$ cat src/shared/can_bt_defs.svh
`ifndef CAN_BT_DEFS_SVH
`define CAN_BT_DEFS_SVH

// register byte offsets
`define OFF_TIMING 4'h0
`define OFF_ERRCTL 4'h4
`define OFF_STATUS 4'h8

// timing and error control register fields, lengths stored minus one
`define TM_PROP 2:0
`define TM_PS1 6:4
`define TM_PS2 10:8
`define TM_SJW 13:12
`define TM_PRE 23:16
`define ERR_PASSIVE 0

// status register fields
`define ST_FLAG_ON 0
`define ST_FLAG_ACT 1
`define ST_RX_BIT 2
`define ST_SEG 4:3
`define ST_CFG_OK 5
`define ST_ERR_PEND 6
`define ST_CRC_PEND 7

// reset values
`define RST_PROP 3'h1
`define RST_PS1 3'h2
`define RST_PS2 3'h2
`define RST_SJW 2'h0
`define RST_PRE 8'h09
`define RST_PS1_LEN 4'h3
`define RST_PS2_LEN 4'h3

// timing in time quanta, and index of the last error flag bit
`define IPT_TQ 4'h2
`define BIT_TQ_MIN 5'h08
`define BIT_TQ_MAX 5'h19
`define FLAG_LAST 3'h5

`endif

$ cat src/shared/can_bt_pkg.sv
package can_bt_pkg;

  typedef enum logic [1:0] {SEG_SYNC, SEG_PROP, SEG_PS1, SEG_PS2} seg_t;

  typedef struct packed {
    logic sync1;
    logic sync2;
    logic tq_lvl;
    seg_t seg;
    logic [3:0] cnt;
    logic [3:0] ps1_len;
    logic [3:0] ps2_len;
    logic synced;
    logic rx_bit;
    logic tx_lvl;
    logic err_pend;
    logic crc_pend;
    logic flag_on;
    logic flag_act;
    logic flag_tx;
    logic [2:0] flag_cnt;
    logic sample_p;
    logic bit_start_p;
    logic retx_p;
    logic [2:0] cfg_prop;
    logic [2:0] cfg_ps1;
    logic [2:0] cfg_ps2;
    logic [1:0] cfg_sjw;
    logic [7:0] prescale;
    logic err_passive;
    logic [31:0] rd_data;
  } bt_state_t;

endpackage

$ cat src/shared/tq_if.sv
`timescale 1ns/1ps
interface tq_if #(parameter int W = 8);
  logic tq_en;
  logic [W-1:0] prescale;
  modport gen (output tq_en, input prescale);
  modport use_side (input tq_en, output prescale);
endinterface

$ cat src/tq_divider.sv
`timescale 1ns/1ps
module tq_divider #(
  parameter int W = 8
) (
  // clock and reset
  input wire logic i_sys_clk,
  input wire logic i_reset_n,
  // quantum tick toward the bit timer
  tq_if.gen bus
);
  typedef struct packed {
    logic [W-1:0] cnt;
    logic tick;
  } div_state_t;

  div_state_t st_r;
  div_state_t st_nxt;

  if (W < 2 || W > 16) begin : g_chk
    $error("tq_divider: W must lie in 2..16");
  end

  // one tick every prescale+1 system clocks
  always_comb begin
    st_nxt = st_r;
    st_nxt.tick = 1'b0;
    if (st_r.cnt >= bus.prescale) begin
      st_nxt.cnt = '0;
      st_nxt.tick = 1'b1;
    end else begin
      st_nxt.cnt = st_r.cnt + 1'b1;
    end
  end

  always_ff @(posedge i_sys_clk or negedge i_reset_n) begin
    if (!i_reset_n) begin
      st_r <= '0;
    end else begin
      st_r <= st_nxt;
    end
  end

  assign bus.tq_en = st_r.tick;
endmodule

$ cat src/can_bit_timing_error_flag.sv
`timescale 1ns/1ps
`include "can_bt_defs.svh"
// Overview of operation
// bit, stuff, form or ack error starts the flag in the next bit.
// crc error flag waits until the bit after the ack delimiter.
// flag is active or passive according to the current error state.
// a transmitter signals retransmission of the corrupted frame after its flag.
// a bit is sync, propagation, phase one, phase two, each whole quanta.
// bus level latched at end of phase one is the received bit.
// sync segment is exactly one quantum; edges expected there.
// propagation segment programmable 1 to 8 quanta.
// phase segment one programmable 1 to 8 quanta.
// phase two at least max of phase one and processing time, 2 to 8.
// sampled level settles within two quanta after the sample point.
// segment lengths configurable; whole bit spans 8 to 25 quanta (code still runs totals down to 5, only clearing cfg_ok).
// jump width 1 to 4 quanta and never above phase one.
// drift corrected by lengthening phase one or shortening phase two.
// transmit nrz bits aligned to the own bit timing.
// receiver realigns on bus edges by hard sync or resync.
// idle falling edge restarts the bit regardless of jump width.
// phase error beyond jump width is corrected only by jump width.
// at most one synchronisation between two sample points.
// no resync on delayed view of own dominant output.
// phase error measured in quanta from the end of sync segment.
module can_bit_timing_error_flag #(
  parameter int PRE_W = 8
) (
  // clock and reset
  input wire logic i_sys_clk,
  input wire logic i_reset_n,
  // bus pins
  input wire logic i_can_rx,
  output logic o_can_tx,
  // protocol side
  input wire logic i_tx_active,
  input wire logic i_tx_bit,
  input wire logic i_bus_idle,
  input wire logic i_bit_err,
  input wire logic i_stuff_err,
  input wire logic i_form_err,
  input wire logic i_ack_err,
  input wire logic i_crc_err,
  input wire logic i_ack_delim,
  output logic o_rx_bit,
  output logic o_sample,
  output logic o_bit_start,
  output logic o_retransmit,
  output logic o_flag_on,
  output logic o_flag_active,
  output can_bt_pkg::seg_t o_segment,
  // register port
  input wire logic [3:0] i_reg_addr,
  input wire logic [31:0] i_reg_wdata,
  input wire logic i_reg_wr,
  input wire logic i_reg_rd,
  output logic [31:0] o_reg_rdata
);
  import can_bt_pkg::*;

  if (PRE_W != 8) begin : g_chk
    $error("can_bit_timing_error_flag: PRE_W must be 8");
  end

  bt_state_t st_r;
  bt_state_t st_nxt;
  tq_if #(.W(PRE_W)) tq ();

  tq_divider #(.W(PRE_W)) u_div (
    .i_sys_clk(i_sys_clk),
    .i_reset_n(i_reset_n),
    .bus(tq.gen)
  );
  assign tq.prescale = st_r.prescale;

  logic tq_en;
  logic [3:0] prop_len;
  logic [3:0] ps1_cfg;
  logic [3:0] ps2_raw;
  logic [3:0] ps2_cfg;
  logic [3:0] sjw_raw;
  logic [3:0] sjw_eff;
  logic [4:0] bit_tq;
  logic cfg_ok;
  logic own_dom;
  logic fall;
  logic hard_ev;
  logic resync_ev;
  logic [4:0] pos_err;
  logic [3:0] lengthen;
  logic [3:0] neg_err;
  logic early_jump;
  logic [3:0] ps1_eff;
  logic [3:0] ps2_eff;
  logic new_bit;
  logic jump;
  logic [31:0] rd_v;

  assign tq_en = tq.tq_en;
  assign prop_len = {1'b0, st_r.cfg_prop} + 4'h1;
  assign ps1_cfg = {1'b0, st_r.cfg_ps1} + 4'h1;
  assign ps2_raw = {1'b0, st_r.cfg_ps2} + 4'h1;
  // phase two never shorter than phase one or the processing time
  assign ps2_cfg = (ps2_raw < ps1_cfg) ? ((ps1_cfg < `IPT_TQ) ? `IPT_TQ : ps1_cfg) :
                   ((ps2_raw < `IPT_TQ) ? `IPT_TQ : ps2_raw);
  assign sjw_raw = {2'b00, st_r.cfg_sjw} + 4'h1;
  assign sjw_eff = (sjw_raw > ps1_cfg) ? ps1_cfg : sjw_raw;
  assign bit_tq = 5'h01 + {1'b0, prop_len} + {1'b0, ps1_cfg} + {1'b0, ps2_cfg};
  assign cfg_ok = (bit_tq >= `BIT_TQ_MIN) && (bit_tq <= `BIT_TQ_MAX) &&
                  (sjw_raw <= ps1_cfg);

  // falling edge seen at a quantum tick, once between two sample points
  assign own_dom = i_tx_active & ~st_r.tx_lvl;
  assign fall = tq_en & st_r.tq_lvl & ~st_r.sync2 & ~st_r.synced;
  assign hard_ev = fall & i_bus_idle;
  assign resync_ev = fall & ~i_bus_idle & st_r.rx_bit & ~own_dom &
                     (st_r.seg != SEG_SYNC);
  assign pos_err = (st_r.seg == SEG_PROP) ? {1'b0, st_r.cnt} + 5'h01 :
                   {1'b0, prop_len} + {1'b0, st_r.cnt} + 5'h01;
  assign lengthen = (pos_err > {1'b0, sjw_eff}) ? sjw_eff : pos_err[3:0];
  assign neg_err = st_r.ps2_len - st_r.cnt;
  assign early_jump = resync_ev && (st_r.seg == SEG_PS2) && (neg_err <= sjw_eff);
  assign ps1_eff = (resync_ev && (st_r.seg == SEG_PROP || st_r.seg == SEG_PS1)) ?
                   st_r.ps1_len + lengthen : st_r.ps1_len;
  assign ps2_eff = (resync_ev && (st_r.seg == SEG_PS2) && !early_jump) ?
                   st_r.ps2_len - sjw_eff : st_r.ps2_len;

  always_comb begin
    st_nxt = st_r;
    new_bit = 1'b0;
    jump = 1'b0;
    rd_v = '0;
    st_nxt.sync1 = i_can_rx;
    st_nxt.sync2 = st_r.sync1;
    st_nxt.sample_p = 1'b0;
    st_nxt.bit_start_p = 1'b0;
    st_nxt.retx_p = 1'b0;
    st_nxt.rd_data = '0;
    if (tq_en) begin
      st_nxt.tq_lvl = st_r.sync2;
      st_nxt.cnt = st_r.cnt + 4'h1;
      st_nxt.ps1_len = ps1_eff;
      st_nxt.ps2_len = ps2_eff;
      unique case (st_r.seg)
        SEG_SYNC: begin
          st_nxt.seg = SEG_PROP;
          st_nxt.cnt = 4'h0;
        end
        SEG_PROP: begin
          if (st_r.cnt == prop_len - 4'h1) begin
            st_nxt.seg = SEG_PS1;
            st_nxt.cnt = 4'h0;
          end
        end
        SEG_PS1: begin
          if (st_r.cnt == ps1_eff - 4'h1) begin
            st_nxt.seg = SEG_PS2;
            st_nxt.cnt = 4'h0;
            st_nxt.sample_p = 1'b1;
            st_nxt.rx_bit = st_r.sync2;
            st_nxt.synced = 1'b0;
          end
        end
        SEG_PS2: begin
          if (st_r.cnt == ps2_eff - 4'h1) begin
            new_bit = 1'b1;
          end
        end
      endcase
      if (resync_ev) begin
        st_nxt.synced = 1'b1;
      end
      if (hard_ev || early_jump) begin
        new_bit = 1'b1;
        jump = 1'b1;
        st_nxt.synced = 1'b1;
      end
    end
    if (new_bit) begin
      // the edge quantum itself counts as sync segment on a jump
      st_nxt.seg = jump ? SEG_PROP : SEG_SYNC;
      st_nxt.cnt = 4'h0;
      st_nxt.ps1_len = ps1_cfg;
      st_nxt.ps2_len = ps2_cfg;
      st_nxt.bit_start_p = 1'b1;
      if (st_r.flag_on) begin
        if (st_r.flag_cnt == `FLAG_LAST) begin
          st_nxt.flag_on = 1'b0;
          st_nxt.retx_p = st_r.flag_tx;
        end else begin
          st_nxt.flag_cnt = st_r.flag_cnt + 3'h1;
        end
      end else if (st_r.err_pend) begin
        st_nxt.flag_on = 1'b1;
        st_nxt.flag_cnt = 3'h0;
        st_nxt.flag_act = ~st_r.err_passive;
        st_nxt.flag_tx = i_tx_active;
        st_nxt.err_pend = 1'b0;
      end
      // active flag drives dominant, passive stays recessive
      st_nxt.tx_lvl = st_nxt.flag_on ? ~st_nxt.flag_act :
                      (i_tx_active ? i_tx_bit : 1'b1);
    end
    if (i_ack_delim && st_r.crc_pend) begin
      st_nxt.crc_pend = 1'b0;
      st_nxt.err_pend = 1'b1;
    end
    // new errors win over a clear in the same cycle
    if (i_bit_err || i_stuff_err || i_form_err || i_ack_err) begin
      st_nxt.err_pend = 1'b1;
    end
    if (i_crc_err) begin
      st_nxt.crc_pend = 1'b1;
    end
    if (i_reg_wr) begin
      case (i_reg_addr)
        `OFF_TIMING: begin
          st_nxt.cfg_prop = i_reg_wdata[`TM_PROP];
          st_nxt.cfg_ps1 = i_reg_wdata[`TM_PS1];
          st_nxt.cfg_ps2 = i_reg_wdata[`TM_PS2];
          st_nxt.cfg_sjw = i_reg_wdata[`TM_SJW];
          st_nxt.prescale = i_reg_wdata[`TM_PRE];
        end
        `OFF_ERRCTL: st_nxt.err_passive = i_reg_wdata[`ERR_PASSIVE];
        default: ;
      endcase
    end
    if (i_reg_rd) begin
      case (i_reg_addr)
        `OFF_TIMING: begin
          rd_v[`TM_PROP] = st_r.cfg_prop;
          rd_v[`TM_PS1] = st_r.cfg_ps1;
          rd_v[`TM_PS2] = st_r.cfg_ps2;
          rd_v[`TM_SJW] = st_r.cfg_sjw;
          rd_v[`TM_PRE] = st_r.prescale;
        end
        `OFF_ERRCTL: rd_v[`ERR_PASSIVE] = st_r.err_passive;
        `OFF_STATUS: begin
          rd_v[`ST_FLAG_ON] = st_r.flag_on;
          rd_v[`ST_FLAG_ACT] = st_r.flag_act;
          rd_v[`ST_RX_BIT] = st_r.rx_bit;
          rd_v[`ST_SEG] = st_r.seg;
          rd_v[`ST_CFG_OK] = cfg_ok;
          rd_v[`ST_ERR_PEND] = st_r.err_pend;
          rd_v[`ST_CRC_PEND] = st_r.crc_pend;
        end
        default: ;
      endcase
      st_nxt.rd_data = rd_v;
    end
  end

  always_ff @(posedge i_sys_clk or negedge i_reset_n) begin
    if (!i_reset_n) begin
      st_r <= '0;
      st_r.sync1 <= 1'b1;
      st_r.sync2 <= 1'b1;
      st_r.tq_lvl <= 1'b1;
      st_r.rx_bit <= 1'b1;
      st_r.tx_lvl <= 1'b1;
      st_r.ps1_len <= `RST_PS1_LEN;
      st_r.ps2_len <= `RST_PS2_LEN;
      st_r.cfg_prop <= `RST_PROP;
      st_r.cfg_ps1 <= `RST_PS1;
      st_r.cfg_ps2 <= `RST_PS2;
      st_r.cfg_sjw <= `RST_SJW;
      st_r.prescale <= `RST_PRE;
    end else begin
      st_r <= st_nxt;
    end
  end

  assign o_can_tx = st_r.tx_lvl;
  assign o_rx_bit = st_r.rx_bit;
  assign o_sample = st_r.sample_p;
  assign o_bit_start = st_r.bit_start_p;
  assign o_retransmit = st_r.retx_p;
  assign o_flag_on = st_r.flag_on;
  assign o_flag_active = st_r.flag_act;
  assign o_segment = st_r.seg;
  assign o_reg_rdata = st_r.rd_data;

  property p_sync_one;
    @(posedge i_sys_clk) disable iff (!i_reset_n)
    (st_r.seg == SEG_SYNC && tq_en && !hard_ev) |=> (st_r.seg == SEG_PROP);
  endproperty
  a_sync_one: assert property (p_sync_one) else $error("sync segment not one quantum");

  property p_order;
    @(posedge i_sys_clk) disable iff (!i_reset_n)
    (st_r.seg == SEG_PS1 && tq_en && !hard_ev) |=> (st_r.seg inside {SEG_PS1, SEG_PS2});
  endproperty
  a_order: assert property (p_order) else $error("segment order broken");

  property p_sample;
    @(posedge i_sys_clk) disable iff (!i_reset_n)
    st_r.sample_p |-> ($past(st_r.seg) == SEG_PS1) && (st_r.rx_bit == $past(st_r.sync2));
  endproperty
  a_sample: assert property (p_sample) else $error("sample not at end of phase one");

  property p_flag_next;
    @(posedge i_sys_clk) disable iff (!i_reset_n)
    (st_r.err_pend && !st_r.flag_on && new_bit) |=> (st_r.flag_on && st_r.flag_cnt == 3'h0);
  endproperty
  a_flag_next: assert property (p_flag_next) else $error("flag not in next bit");

  property p_crc_wait;
    @(posedge i_sys_clk) disable iff (!i_reset_n)
    (i_ack_delim && st_r.crc_pend) |=> st_r.err_pend && !st_r.crc_pend;
  endproperty
  a_crc_wait: assert property (p_crc_wait) else $error("crc flag not after delimiter");

  property p_flag_kind;
    @(posedge i_sys_clk) disable iff (!i_reset_n)
    $rose(st_r.flag_on) |-> (st_r.flag_act == !$past(st_r.err_passive)) &&
      (st_r.tx_lvl == !st_r.flag_act);
  endproperty
  a_flag_kind: assert property (p_flag_kind) else $error("wrong flag kind");

  property p_retx;
    @(posedge i_sys_clk) disable iff (!i_reset_n)
    st_r.retx_p |-> $past(st_r.flag_on) && !st_r.flag_on && $past(st_r.flag_tx);
  endproperty
  a_retx: assert property (p_retx) else $error("retransmit without flag end");

  property p_hard;
    @(posedge i_sys_clk) disable iff (!i_reset_n)
    hard_ev |=> (st_r.seg == SEG_PROP) && (st_r.cnt == 4'h0) && st_r.bit_start_p;
  endproperty
  a_hard: assert property (p_hard) else $error("hard sync did not restart bit");

  property p_jump_limit;
    @(posedge i_sys_clk) disable iff (!i_reset_n)
    (resync_ev && st_r.seg == SEG_PS1) |=>
      (st_r.ps1_len <= $past(st_r.ps1_len) + $past(sjw_eff));
  endproperty
  a_jump_limit: assert property (p_jump_limit) else $error("correction above jump width");

  property p_once;
    @(posedge i_sys_clk) disable iff (!i_reset_n)
    (resync_ev || hard_ev) |=> st_r.synced && !resync_ev && !hard_ev;
  endproperty
  a_once: assert property (p_once) else $error("second sync in one bit");
endmodule

$ cat config.mk
export PLATFORM = sky130hd
export DESIGN_NAME = can_bit_timing_error_flag
export DESIGN_NICKNAME = d
export VERILOG_FILES = /design/src/shared/can_bt_pkg.sv /design/src/shared/tq_if.sv /design/src/tq_divider.sv /design/src/can_bit_timing_error_flag.sv
export VERILOG_INCLUDE_DIRS = /design/src /design/src/shared
export SDC_FILE = /design/constraint.sdc
export NUM_CORES = 1
export LEC_CHECK = 0
export BUFFER_PORTS_ARGS = -buffer_cell sky130_fd_sc_hd__buf_4
export CAP_MARGIN = 30
export CORE_MARGIN = 8
export CORE_UTILIZATION = 51
export DETAILED_ROUTE_END_ITERATION = 16
export HOLD_SLACK_MARGIN = 0.12
export PLACE_DENSITY_LB_ADDON = 0.08
export SLEW_MARGIN = 20
export SYNTH_ARGS = -nofsm -noshare
export SYNTH_HDL_FRONTEND = slang
export SYNTH_SLANG_ARGS = --single-unit
$ cat constraint.sdc
create_clock -name i_sys_clk -period 9.4 [get_ports i_sys_clk]
set_input_delay 1.41 -clock i_sys_clk [delete_from_list [all_inputs] [get_ports i_sys_clk]]
set_output_delay 1.41 -clock i_sys_clk [all_outputs]
set_load 0.1 [all_outputs]
* Word-level counts from Yosys, hierarchy flattened
Cells that the tools add are included. W data, S select, Z words.
Operators by class: div/mod/pow operators 0, shift-type cells 0, equal/unequal tests 15, multiply operators 0, bitwise operators 16, reductions and logical operators 31, $lt $le $gt $ge 10, add/subtract/negate cells 19, muxes and demuxes 56
Operators by type and width (number):
- $mux W4 | 7
- $mux W1 | 26
- $mux W24 | 1
- $mux W6 | 3
- $pmux W6 S3 | 1
- $mux W16 | 1
- $mux W8 | 2
- $mux W14 | 1
- $mux W2 | 7
- $add A3 B1 Y4 const B | 3
- $eq A4 B4 Y1 | 3
- $reduce_and A3 Y1 | 4
- $sub A4 B1 Y4 const B | 3
- $add A5 B4 Y5 | 2
- $and A1 B1 Y1 | 9
- $mux W3 | 3
- $reduce_bool A3 Y1 | 3
- $add A8 B1 Y8 const B | 1
- $ge A8 B8 Y1 | 1
- $lt A4 B2 Y1 const B | 2
- $reduce_bool A2 Y1 | 4
- $sub A4 B4 Y4 | 2
- $logic_and A1 B1 Y1 | 7
- $not A1 Y1 | 7
- other kinds (34) | 44
Storage, ports and cells: memory bits (writable) 0, ROM bits 0, flip-flop bits (word level) 92, bits in latches 0, memories 0, logic and storage cells 175

* Longest topological paths before layout
Gate-level depths: netlist of run 1.
depth in word-level cells 21, mapped depth 30

* Modules after synthesis
From an unflattened synthesis of run 1, not the netlist that was laid out.
Second synthesis, totals: cells, all modules 606, area, all modules 5993.2 µm²
By module, submodules not included:
- can_bit_timing_error_flag | instances 1, cells an instance 551, area each 5412.7 µm², seq. area each 1819.2 µm²
- tq_divider | instances 1, cells an instance 55, area each 580.6 µm², seq. area each 225.2 µm²

* Least setup slack after synthesis of run 1
No wires, ideal clock.
path type reg2reg, start point register st_r[49] (netlist bit), end point register st_r[77] (netlist bit), arrival time 5.639 ns, setup time 0.128 ns, cell stages (with the launch flop) 28, setup slack 3.632 ns, path through dfstp_2 -> ha_1 -> xor2_1 -> ha_1 -> a21oi_1 -> a211oi_1 -> a311oi_1 -> ha_1 -> nand3b_1 -> o221ai_1 -> a311oi_1 -> o21a_1 -> nor2_1 -> o21ai_0 -> ha_1 -> inv_1 -> fa_1 -> nor2_1 -> a21oi_1 -> ha_1 -> xor2_1 -> a21oi_1 -> nand4bb_1 -> clkbuf_1 -> a2111oi_0 -> a311oi_2 -> a31oi_1 -> o22ai_1
On the way: longest elaborated chain between the ends 14, elaborated cells on any way between the ends 17
RTL lines:
- start, declared | line can_bit_timing_error_flag.sv:64 | bt_state_t st_r;
- start signal, assigned | line can_bit_timing_error_flag.sv:268 | st_r <= st_nxt;
- $add A3 B1 Y4 * | line can_bit_timing_error_flag.sv:99 | assign prop_len = {1'b0, st_r.cfg_prop} + 4'h1;
- $add A4 B4 Y5 | line can_bit_timing_error_flag.sv:118 | {1'b0, prop_len} + {1'b0, st_r.cnt} + 5'h01;
- $add A5 B1 Y5 | line can_bit_timing_error_flag.sv:118
- $mux W5 | line can_bit_timing_error_flag.sv:117 | assign pos_err = (st_r.seg == SEG_PROP) ? {1'b0, st_r.cnt} + 5'h01 :
- $gt A5 B4 Y1 | line can_bit_timing_error_flag.sv:119 | assign lengthen = (pos_err > {1'b0, sjw_eff}) ? sjw_eff : pos_err[3:0];
- $mux W4 | line can_bit_timing_error_flag.sv:119
- $add A4 B4 Y4 | line can_bit_timing_error_flag.sv:123 | st_r.ps1_len + lengthen : st_r.ps1_len;
- $mux W4 | line can_bit_timing_error_flag.sv:122 | assign ps1_eff = (resync_ev && (st_r.seg == SEG_PROP || st_r.seg == SEG_PS1)) ?
- $sub A4 B1 Y4 | line can_bit_timing_error_flag.sv:155 | if (st_r.cnt == ps1_eff - 4'h1) begin
- $eq A4 B4 Y1 | line can_bit_timing_error_flag.sv:155
- $mux W6 | line can_bit_timing_error_flag.sv:155
- $pmux W6 S3 * | line can_bit_timing_error_flag.sv:143 | unique case (st_r.seg)
- $mux W16 * | line can_bit_timing_error_flag.sv:138 | if (tq_en) begin
- $mux W14 * | line can_bit_timing_error_flag.sv:178 | if (new_bit) begin
Every way passes the cells marked *; elsewhere a longest branch is shown, timed or not. The select of a mux whose other input is x is not followed. A chain may end at the register's enable or synchronous reset.

* Worst setup path after layout of run 1
Ends and elaborated chain as after synthesis.

==> impl_summary.log, run 1 <==
[metrics] result of the run: finished, final reports clean
[metrics] hold-fix buffer count after cts: 0
[metrics] final-report hold violation count: 0
[metrics] number of I/O port buffers: 66
[metrics] fraction of synthesis flops using an asynchronous set or reset pin: 100.0%
[metrics] Inserted Diodes: 0
[metrics] number of failing setup endpoints in the final timing report: 0
[metrics] Period Utilization, post-route: 72.64%
[metrics] CP Data Required Time: 9.62 ns
[metrics] # rows: 40
[metrics] #FFs+latches synth: 81
[metrics] via count of the first global-routing pass: 4680
[metrics] cell at the root of the clock tree: sky130_fd_sc_hd__clkbuf_16
[metrics] highest achievable clock rate: 146.5 MHz
[metrics] overall power: 0.001971 W
[metrics] startpoint types: register
[metrics] depth of the CTS H-tree: 3
[metrics] category of the critical setup timing path: reg -> reg
[metrics] Worst Hold Path Cells: 0
[metrics] cell area after synthesis: 6057 um2
[metrics] floorplan die height: 125.0 um
[metrics] post-cts gate resize count: 0
[metrics] Detail Placement HPWL: 10.82 mm
[metrics] Final Critical Period: 6.828 ns
[metrics] total power divided by cell area: 292.9 nW/um2
[metrics] Total Neg Setup Slack: 0 ns
[metrics] Reg2Reg Launch Point: st_r[49]
[metrics] total of warnings raised by yosys: 0
[metrics] DRC violations left: 0
[metrics] setup clock skew after layout: 0.008989 ns
[metrics] Hold/Removal Path Class: reg -> reg
[metrics] floorplan core area: 11810 um2
[metrics] CTS clock-pin slew for the worst setup and hold paths: 0.07 ns
[metrics] Seq/Total Area, Yosys: 33.75%
[metrics] global-route wire length before repair: 23.79 mm
[metrics] DR pass1 iterations: 4
[metrics] r2r setup slk: 2.57 ns
[metrics] crit-path max FO: 8
[metrics] final slew viol count: 0
[metrics] static leakage: 3.292 nW
[metrics] end point of the most critical hold path: st_r[81]
[metrics] depth of the worst register-to-register path: 26
[metrics] DRT Wirelength: 14.38 mm
[metrics] endpoint class of the critical path: register
[metrics] Post-Syn Area per Cell: 9.691 um2
[metrics] Critical R2R Capture: st_r[77]
[metrics] # Post-CTS Setup Buffers: 0
[metrics] # Max-Cap Violations: 0
[metrics] final net count: 767
[metrics] area grow syn2layout: 11.11%
[metrics] fraction of layout cells with a size suffix above 1: 21.50%
[metrics] CTS tree: yes
[metrics] Worst Max-Slew Pin Slew: 0.7758 ns
[metrics] post-synthesis instance total: 625
[metrics] unrepaired setup endpoints after global routing: no
[metrics] Final Wtd Congestion: 0.8846
[metrics] clock latency of the later-clocked register in the worst-skew pair: 0.34 ns
[metrics] dominant register cell in the synthesized netlist: sky130_fd_sc_hd__dfrtp_1
[metrics] clock sink count: 81
[metrics] Max transition margin: 48.10%
[metrics] starting utilization of the core area: 51.28%
[metrics] overflow left after global routing: 0
[metrics] number of distinct library cells after synthesis: 82
[metrics] routed length per placed instance: 17.71 um
[metrics] GRT Overall Usage: 18.72%
[metrics] largest vdd supply drop: 143.6 uV
[metrics] DRT antenna net count: 0
[metrics] maximum number of buffers from clock root to sink: 2
[metrics] startpoint of the worst hold path: st_nxt[81]
[metrics] number of buffers created by CTS: 9
[metrics] arrival time worst endpoint: 7.05 ns
[metrics] initial antenna violation count: 0
[metrics] total number of vias: 4518
[metrics] pin count of the biggest net entering global routing: 58
[metrics] routed via count divided by cell count: 5.564
[metrics] total I/O pin count: 91
[metrics] overall die area: 15620 um2
[metrics] number of DRC violations after detailed-routing iteration 0: 285
[metrics] die boundary width: 125.0 um
[metrics] number of enable flip-flop cells after synthesis: 0
-- registers in the layout, summed over array words and instances (netlist names) --
signal	count
o_rx_bit	1
o_reg_rdata	21
o_retransmit	1
o_flag_on	1
tq.prescale	8
u_div.st_r	8
o_bit_start	1
o_can_tx	1
u_div.bus.tq_en	1
o_segment	2
o_sample	1
o_flag_active	1
st_nxt	1
st_r	33
-- cell type report --
cell class              count  area (um2)
clock buffers              10       229.0
clock inverters             6       50.05
fillers                  1053        5081
inverters                  44       165.2
multi-input cells         453        3501
flip-flops and latches     81        2044
well taps                 147       183.9
repair buffers             71       556.8
-- cells by family after synthesis --
group	synth area share [%]
AO/OA/AOI/OAI	14.32
XOR/XNOR	5.495
buffers and inverters	9.378
adder cells (fa/ha/maj)	13.03
AND/OR/NAND/NOR	15.68
multiplexers	8.221
other	0.1240
flip-flops	33.75
-- power by group --
part	switching [W]	internal (W)	leakage [nW]	total, W
logic	0.000672	0.000480	2.14	0.00115
clock network	0.000151	0.000183	0.135	0.000334
registers	0.0000771	0.000409	1.02	0.000486
-- worst max-delay path, stage by stage (launching register included) --
cell                        delay (ns)
sky130_fd_sc_hd__dfstp_2          0.63
sky130_fd_sc_hd__ha_1             0.19
sky130_fd_sc_hd__xor2_1           0.32
sky130_fd_sc_hd__ha_1             0.35
sky130_fd_sc_hd__a21oi_1          0.18
sky130_fd_sc_hd__a211oi_1         0.10
sky130_fd_sc_hd__a311oi_1         0.58
sky130_fd_sc_hd__ha_1             0.40
sky130_fd_sc_hd__nand3b_1         0.11
sky130_fd_sc_hd__o221ai_1         0.11
sky130_fd_sc_hd__a311oi_1         0.32
sky130_fd_sc_hd__o21a_1           0.24
sky130_fd_sc_hd__nor2_1           0.10
sky130_fd_sc_hd__o21ai_0          0.21
sky130_fd_sc_hd__ha_1             0.20
sky130_fd_sc_hd__inv_1            0.06
sky130_fd_sc_hd__fa_1             0.51
sky130_fd_sc_hd__nor2_1           0.05
sky130_fd_sc_hd__a21oi_1          0.20
sky130_fd_sc_hd__ha_1             0.21
sky130_fd_sc_hd__xor2_1           0.19
sky130_fd_sc_hd__a21oi_1          0.06
sky130_fd_sc_hd__nand4bb_1        0.37
sky130_fd_sc_hd__a2111oi_0        0.55
sky130_fd_sc_hd__a311oi_2         0.15
sky130_fd_sc_hd__a31oi_1          0.21
sky130_fd_sc_hd__o22ai_1          0.10
-- routing by layer --
metal / global-route usage [%] / wire length, um / vias to the layer above
li1: - / - / 2224
met1: 23.15 / 6395 / 2183
met2: 30.90 / 7014 / 99
met3: 4.717 / 789 / 12
met4: 7.020 / 182 / 0
met5: 0 / 0 / -
-- worst max path at each step --
stage / endpoint / startpoint / slack, ns
floorplan: st_r[77] / st_r[49] / 3.63
global placement: st_r[77] / st_r[49] / 2.73
detailed placement: st_r[77] / st_r[49] / 2.53
CTS: st_r[77] / st_r[49] / 2.54
global route: st_r[77] / st_r[49] / 2.02
finish: st_r[77] / st_r[49] / 2.57
-- metrics by stage --
stage               utilization, %  worst slack (ns)  instance area, um2  std cells  hold slack (ns)
floorplan                        -             3.632                6098        636           0.3452
global placement             54.29             2.730                6412        794           0.3516
detailed placement           54.52             2.532                6440        795           0.3481
CTS                          56.89             2.536                6719        811           0.3606
global route                 56.98             2.017                6730        812           0.3638
finish                       56.98             2.572                6730        812           0.3590
-- placed cells by master (no fill, tap or decap), drive strengths merged, types with 24 or more instances in the layout --
cell   count
o21ai     29
dfrtp     67
buf       71
mux2      24
ha        51
nand2     29
inv       47
nor2      47
-- cell usage after synthesis (all sizes together), types with 14 or more instances --
library cell	count	area share, %
dfrtp	67	28
ha	51	11
nor2	47	3.0
buf	46	5.9
inv	44	2.7
nand2	29	1.8
o21ai	29	2.5
mux2	24	4.6
a21oi	22	1.9
mux2i	22	3.6
xnor2	22	3.2
nor3	19	1.6
nand3	17	1.4
a21o	16	2.0
xor2	16	2.3
and3	15	1.5
dfstp	14	6.1
Note: power is estimated with default switching activity, not from simulation.
==> run 2: changes to the inputs <==
==> constraint.sdc (replaced) <==
create_clock -name i_sys_clk -period 5.6 [get_ports i_sys_clk]
set_input_delay 0.84 -clock i_sys_clk [delete_from_list [all_inputs] [get_ports i_sys_clk]]
set_output_delay 0.84 -clock i_sys_clk [all_outputs]
set_load 0.1 [all_outputs]
==> impl_summary.log, run 2 (synthesized netlist as in run 1, its figures left out) <==
[metrics] hold-fix buffer count after cts: 0
[metrics] # rows: 40
[metrics] total power divided by cell area: 525.0 nW/um2
[metrics] Reg with most FFs: st_r
[metrics] global-route wire length before repair: 25.08 mm
[metrics] via count of the first global-routing pass: 5054
[metrics] worst hold margin: 0.3580 ns
[metrics] CP max stage cell: sky130_fd_sc_hd__dfstp_2
[metrics] Inst Count DP: 846
[metrics] DRT antenna net count: 0
[metrics] final design instance area without fill: 7495 um2
[metrics] final-report hold violation count: 0
[metrics] clock latency of the later-clocked register in the worst-skew pair: 0.35 ns
[metrics] Largest stage delay, worst path: 0.55 ns
[metrics] floorplan core area: 11810 um2
[metrics] crit path setup slack, layout: -0.04336 ns
[metrics] setup clock skew after layout: 0.009343 ns
[metrics] result of the run: complete, but fails checks
[metrics] overflow left after global routing: 0
[metrics] number of I/O port buffers: 66
[metrics] Inserted Diodes: 0
[metrics] FF+latch area: 2047 um2
[metrics] Most Crowded Layer GR: met2
[metrics] routed length per placed instance: 17.70 um
[metrics] starting utilization of the core area: 51.28%
[metrics] Critical R2R Capture: o_rx_bit
[metrics] critical path endpoint: o_rx_bit
[metrics] # Max-Cap Violations: 0
[metrics] startpoint of the worst hold path: st_nxt[81]
[metrics] unrepaired setup endpoints after global routing: yes
[metrics] depth of the worst register-to-register path: 27
[metrics] startpoint types: register
[metrics] highest achievable clock rate: 177.2 MHz
[metrics] overall power: 0.003935 W
[metrics] category of the critical setup timing path: reg -> reg
[metrics] largest vdd supply drop: 258.9 uV
[metrics] area grow syn2layout: 23.73%
[metrics] CTS clock-pin slew for the worst setup and hold paths: 0.06 ns
[metrics] internal cell power: 0.002190 W
[metrics] cell at the root of the clock tree: sky130_fd_sc_hd__clkbuf_16
[metrics] DRT Wirelength: 15.50 mm
[metrics] met1 global-route usage: 24.06%
[metrics] Crit. Startpoint: st_r[49]
[metrics] flip-flop count of the largest register after layout: 33
[metrics] maximum number of buffers from clock root to sink: 2
[metrics] commonest non-fill, non-tap cells in the layout: sky130_fd_sc_hd__buf_4 (132), sky130_fd_sc_hd__dfrtp_1 (65), sky130_fd_sc_hd__nor2_1 (44), sky130_fd_sc_hd__ha_1 (44), sky130_fd_sc_hd__inv_1 (42)
[metrics] post-route insts no fill: 876
[metrics] final slew viol count: 0
[metrics] routed via count divided by cell count: 5.509
[metrics] crit-path max FO: 7
[metrics] total number of vias: 4826
[metrics] initial antenna violation count: 0
[metrics] overall die area: 15620 um2
[metrics] final net count: 831
[metrics] number of failing setup endpoints in the final timing report: 2
[metrics] Worst Max-Slew Pin Slew: 0.6876 ns
[metrics] instance area at placement: 6842 um2
[metrics] share of power burned in combinational logic: 66.3%
[metrics] arrival time worst endpoint: 5.91 ns
[metrics] commonest non-fill, non-tap cell in the layout: sky130_fd_sc_hd__buf_4
[metrics] CTS tree: yes
[metrics] GRT Overall Usage: 19.91%
[metrics] Reg2Reg Launch Point: st_r[49]
[metrics] portion of total power attributed to sequential cells: 19.6%
[metrics] fill count: 1003
[metrics] switching power summed over all nets: 0.001745 W
[metrics] Max transition margin: 53.44%
[metrics] Buf/Inv on CP: 2
[metrics] total number of cells along the worst setup path: 27
[metrics] die boundary width: 125.0 um
[metrics] kind of cell adding the most delay to the critical path: adder cells
[metrics] number of DRC violations after detailed-routing iteration 0: 319
[metrics] pin count of the biggest net entering global routing: 55
[metrics] GR met3 Demand/Resource: 5.737%
[metrics] fraction of power spent switching nets: 44.35%
[metrics] GR Layer Usage met2: 33.72%
[metrics] DR pass1 iterations: 4
[metrics] Total Neg Setup Slack: -0.05726 ns
[metrics] Final Critical Period: 5.643 ns
[metrics] CP Data Required Time: 5.87 ns
[metrics] Final Wtd Congestion: 0.8745
[metrics] floorplan die height: 125.0 um
[metrics] failing checks: setup timing
[metrics] clock network fraction of design power: 14.1%
[metrics] Detail Placement HPWL: 11.27 mm
[metrics] Period Utilization, post-route: 100.8%
[metrics] number of buffers created by CTS: 9
[metrics] endpoint class of the critical path: register
[metrics] static leakage: 3.635 nW
[metrics] depth of the CTS H-tree: 3
[metrics] area of combinational cells with multiple inputs: 3784 um2
[metrics] r2r setup slk: -0.04 ns
[metrics] clock sink count: 81
[metrics] Hold/Removal Path Class: reg -> reg
[metrics] total I/O pin count: 91
[metrics] fraction of layout cells with a size suffix above 1: 34.43%
[metrics] DRC violations left: 0
==> run 2: cell types whose count changed in the layout (fill, tap and decap cells not counted), sizes merged <==
cell / change
clkinv: +1
inv: -2
clkbuf: +1
buf: +64
==> run 2: power by group through the flow <==
stage                     clock network [W]  logic [W]  registers (W)
final                              0.000556    0.00261       0.000771
after global routing               0.000593    0.00286       0.000785
after CTS                          0.000570    0.00238       0.000764
after detailed placement                  0    0.00226       0.000774
after global placement                    0    0.00218       0.000769
after floorplan                           0    0.00158       0.000777
==> run 2: area by class of cell <==
| type | instances | area share [%] |
|---|---|---|
| clock inverter | 5 | 0.5509 |
| sequential | 81 | 27.31 |
| clock buffer | 11 | 3.105 |
| inverter | 44 | 2.204 |
| tap | 147 | 2.454 |
| multi-input combinational | 453 | 50.48 |
| timing repair buffer | 135 | 13.89 |
==> run 2: metrics by stage <==
stage | utilization, % | setup slack, ns
2_1_floorplan | - | 0.06980
3_3_place_gp | 57.69 | -0.09440
3_5_place_dp | 57.92 | -0.2381
4_1_cts | 61.08 | 0.01145
5_1_grt | 63.45 | -0.3321
6_report | 63.45 | -0.04336
==> run 2: how the worst min path moves through the flow <==
stage                     to  slack, ns  depth (start not counted)
global route        st_r[81]       0.36                          0
detailed placement  st_r[81]       0.35                          0
global placement    st_r[81]       0.35                          0
finish              st_r[81]       0.36                          0
CTS                 st_r[81]       0.36                          0
floorplan           st_r[81]       0.35                          0
==> run 2: what timing repair did <==
| action | in CTS | in global routing |
|---|---|---|
| resized for setup | 13 | 43 |
| setup buffers | 6 | 8 |
| pin swaps | 8 | 26 |
| setup endpoints to repair | 7 | 25 |
==> run 2: routing by layer <==
layer / part of all wire (%) / vias to the layer above / wire length, um
met1: 45 / 2356 / 6904
met3: 4.3 / 14 / 667
met5: 0 / - / 0
met2: 50 / 100 / 7734
met4: 1.3 / 0 / 196
li1: - / 2356 / -
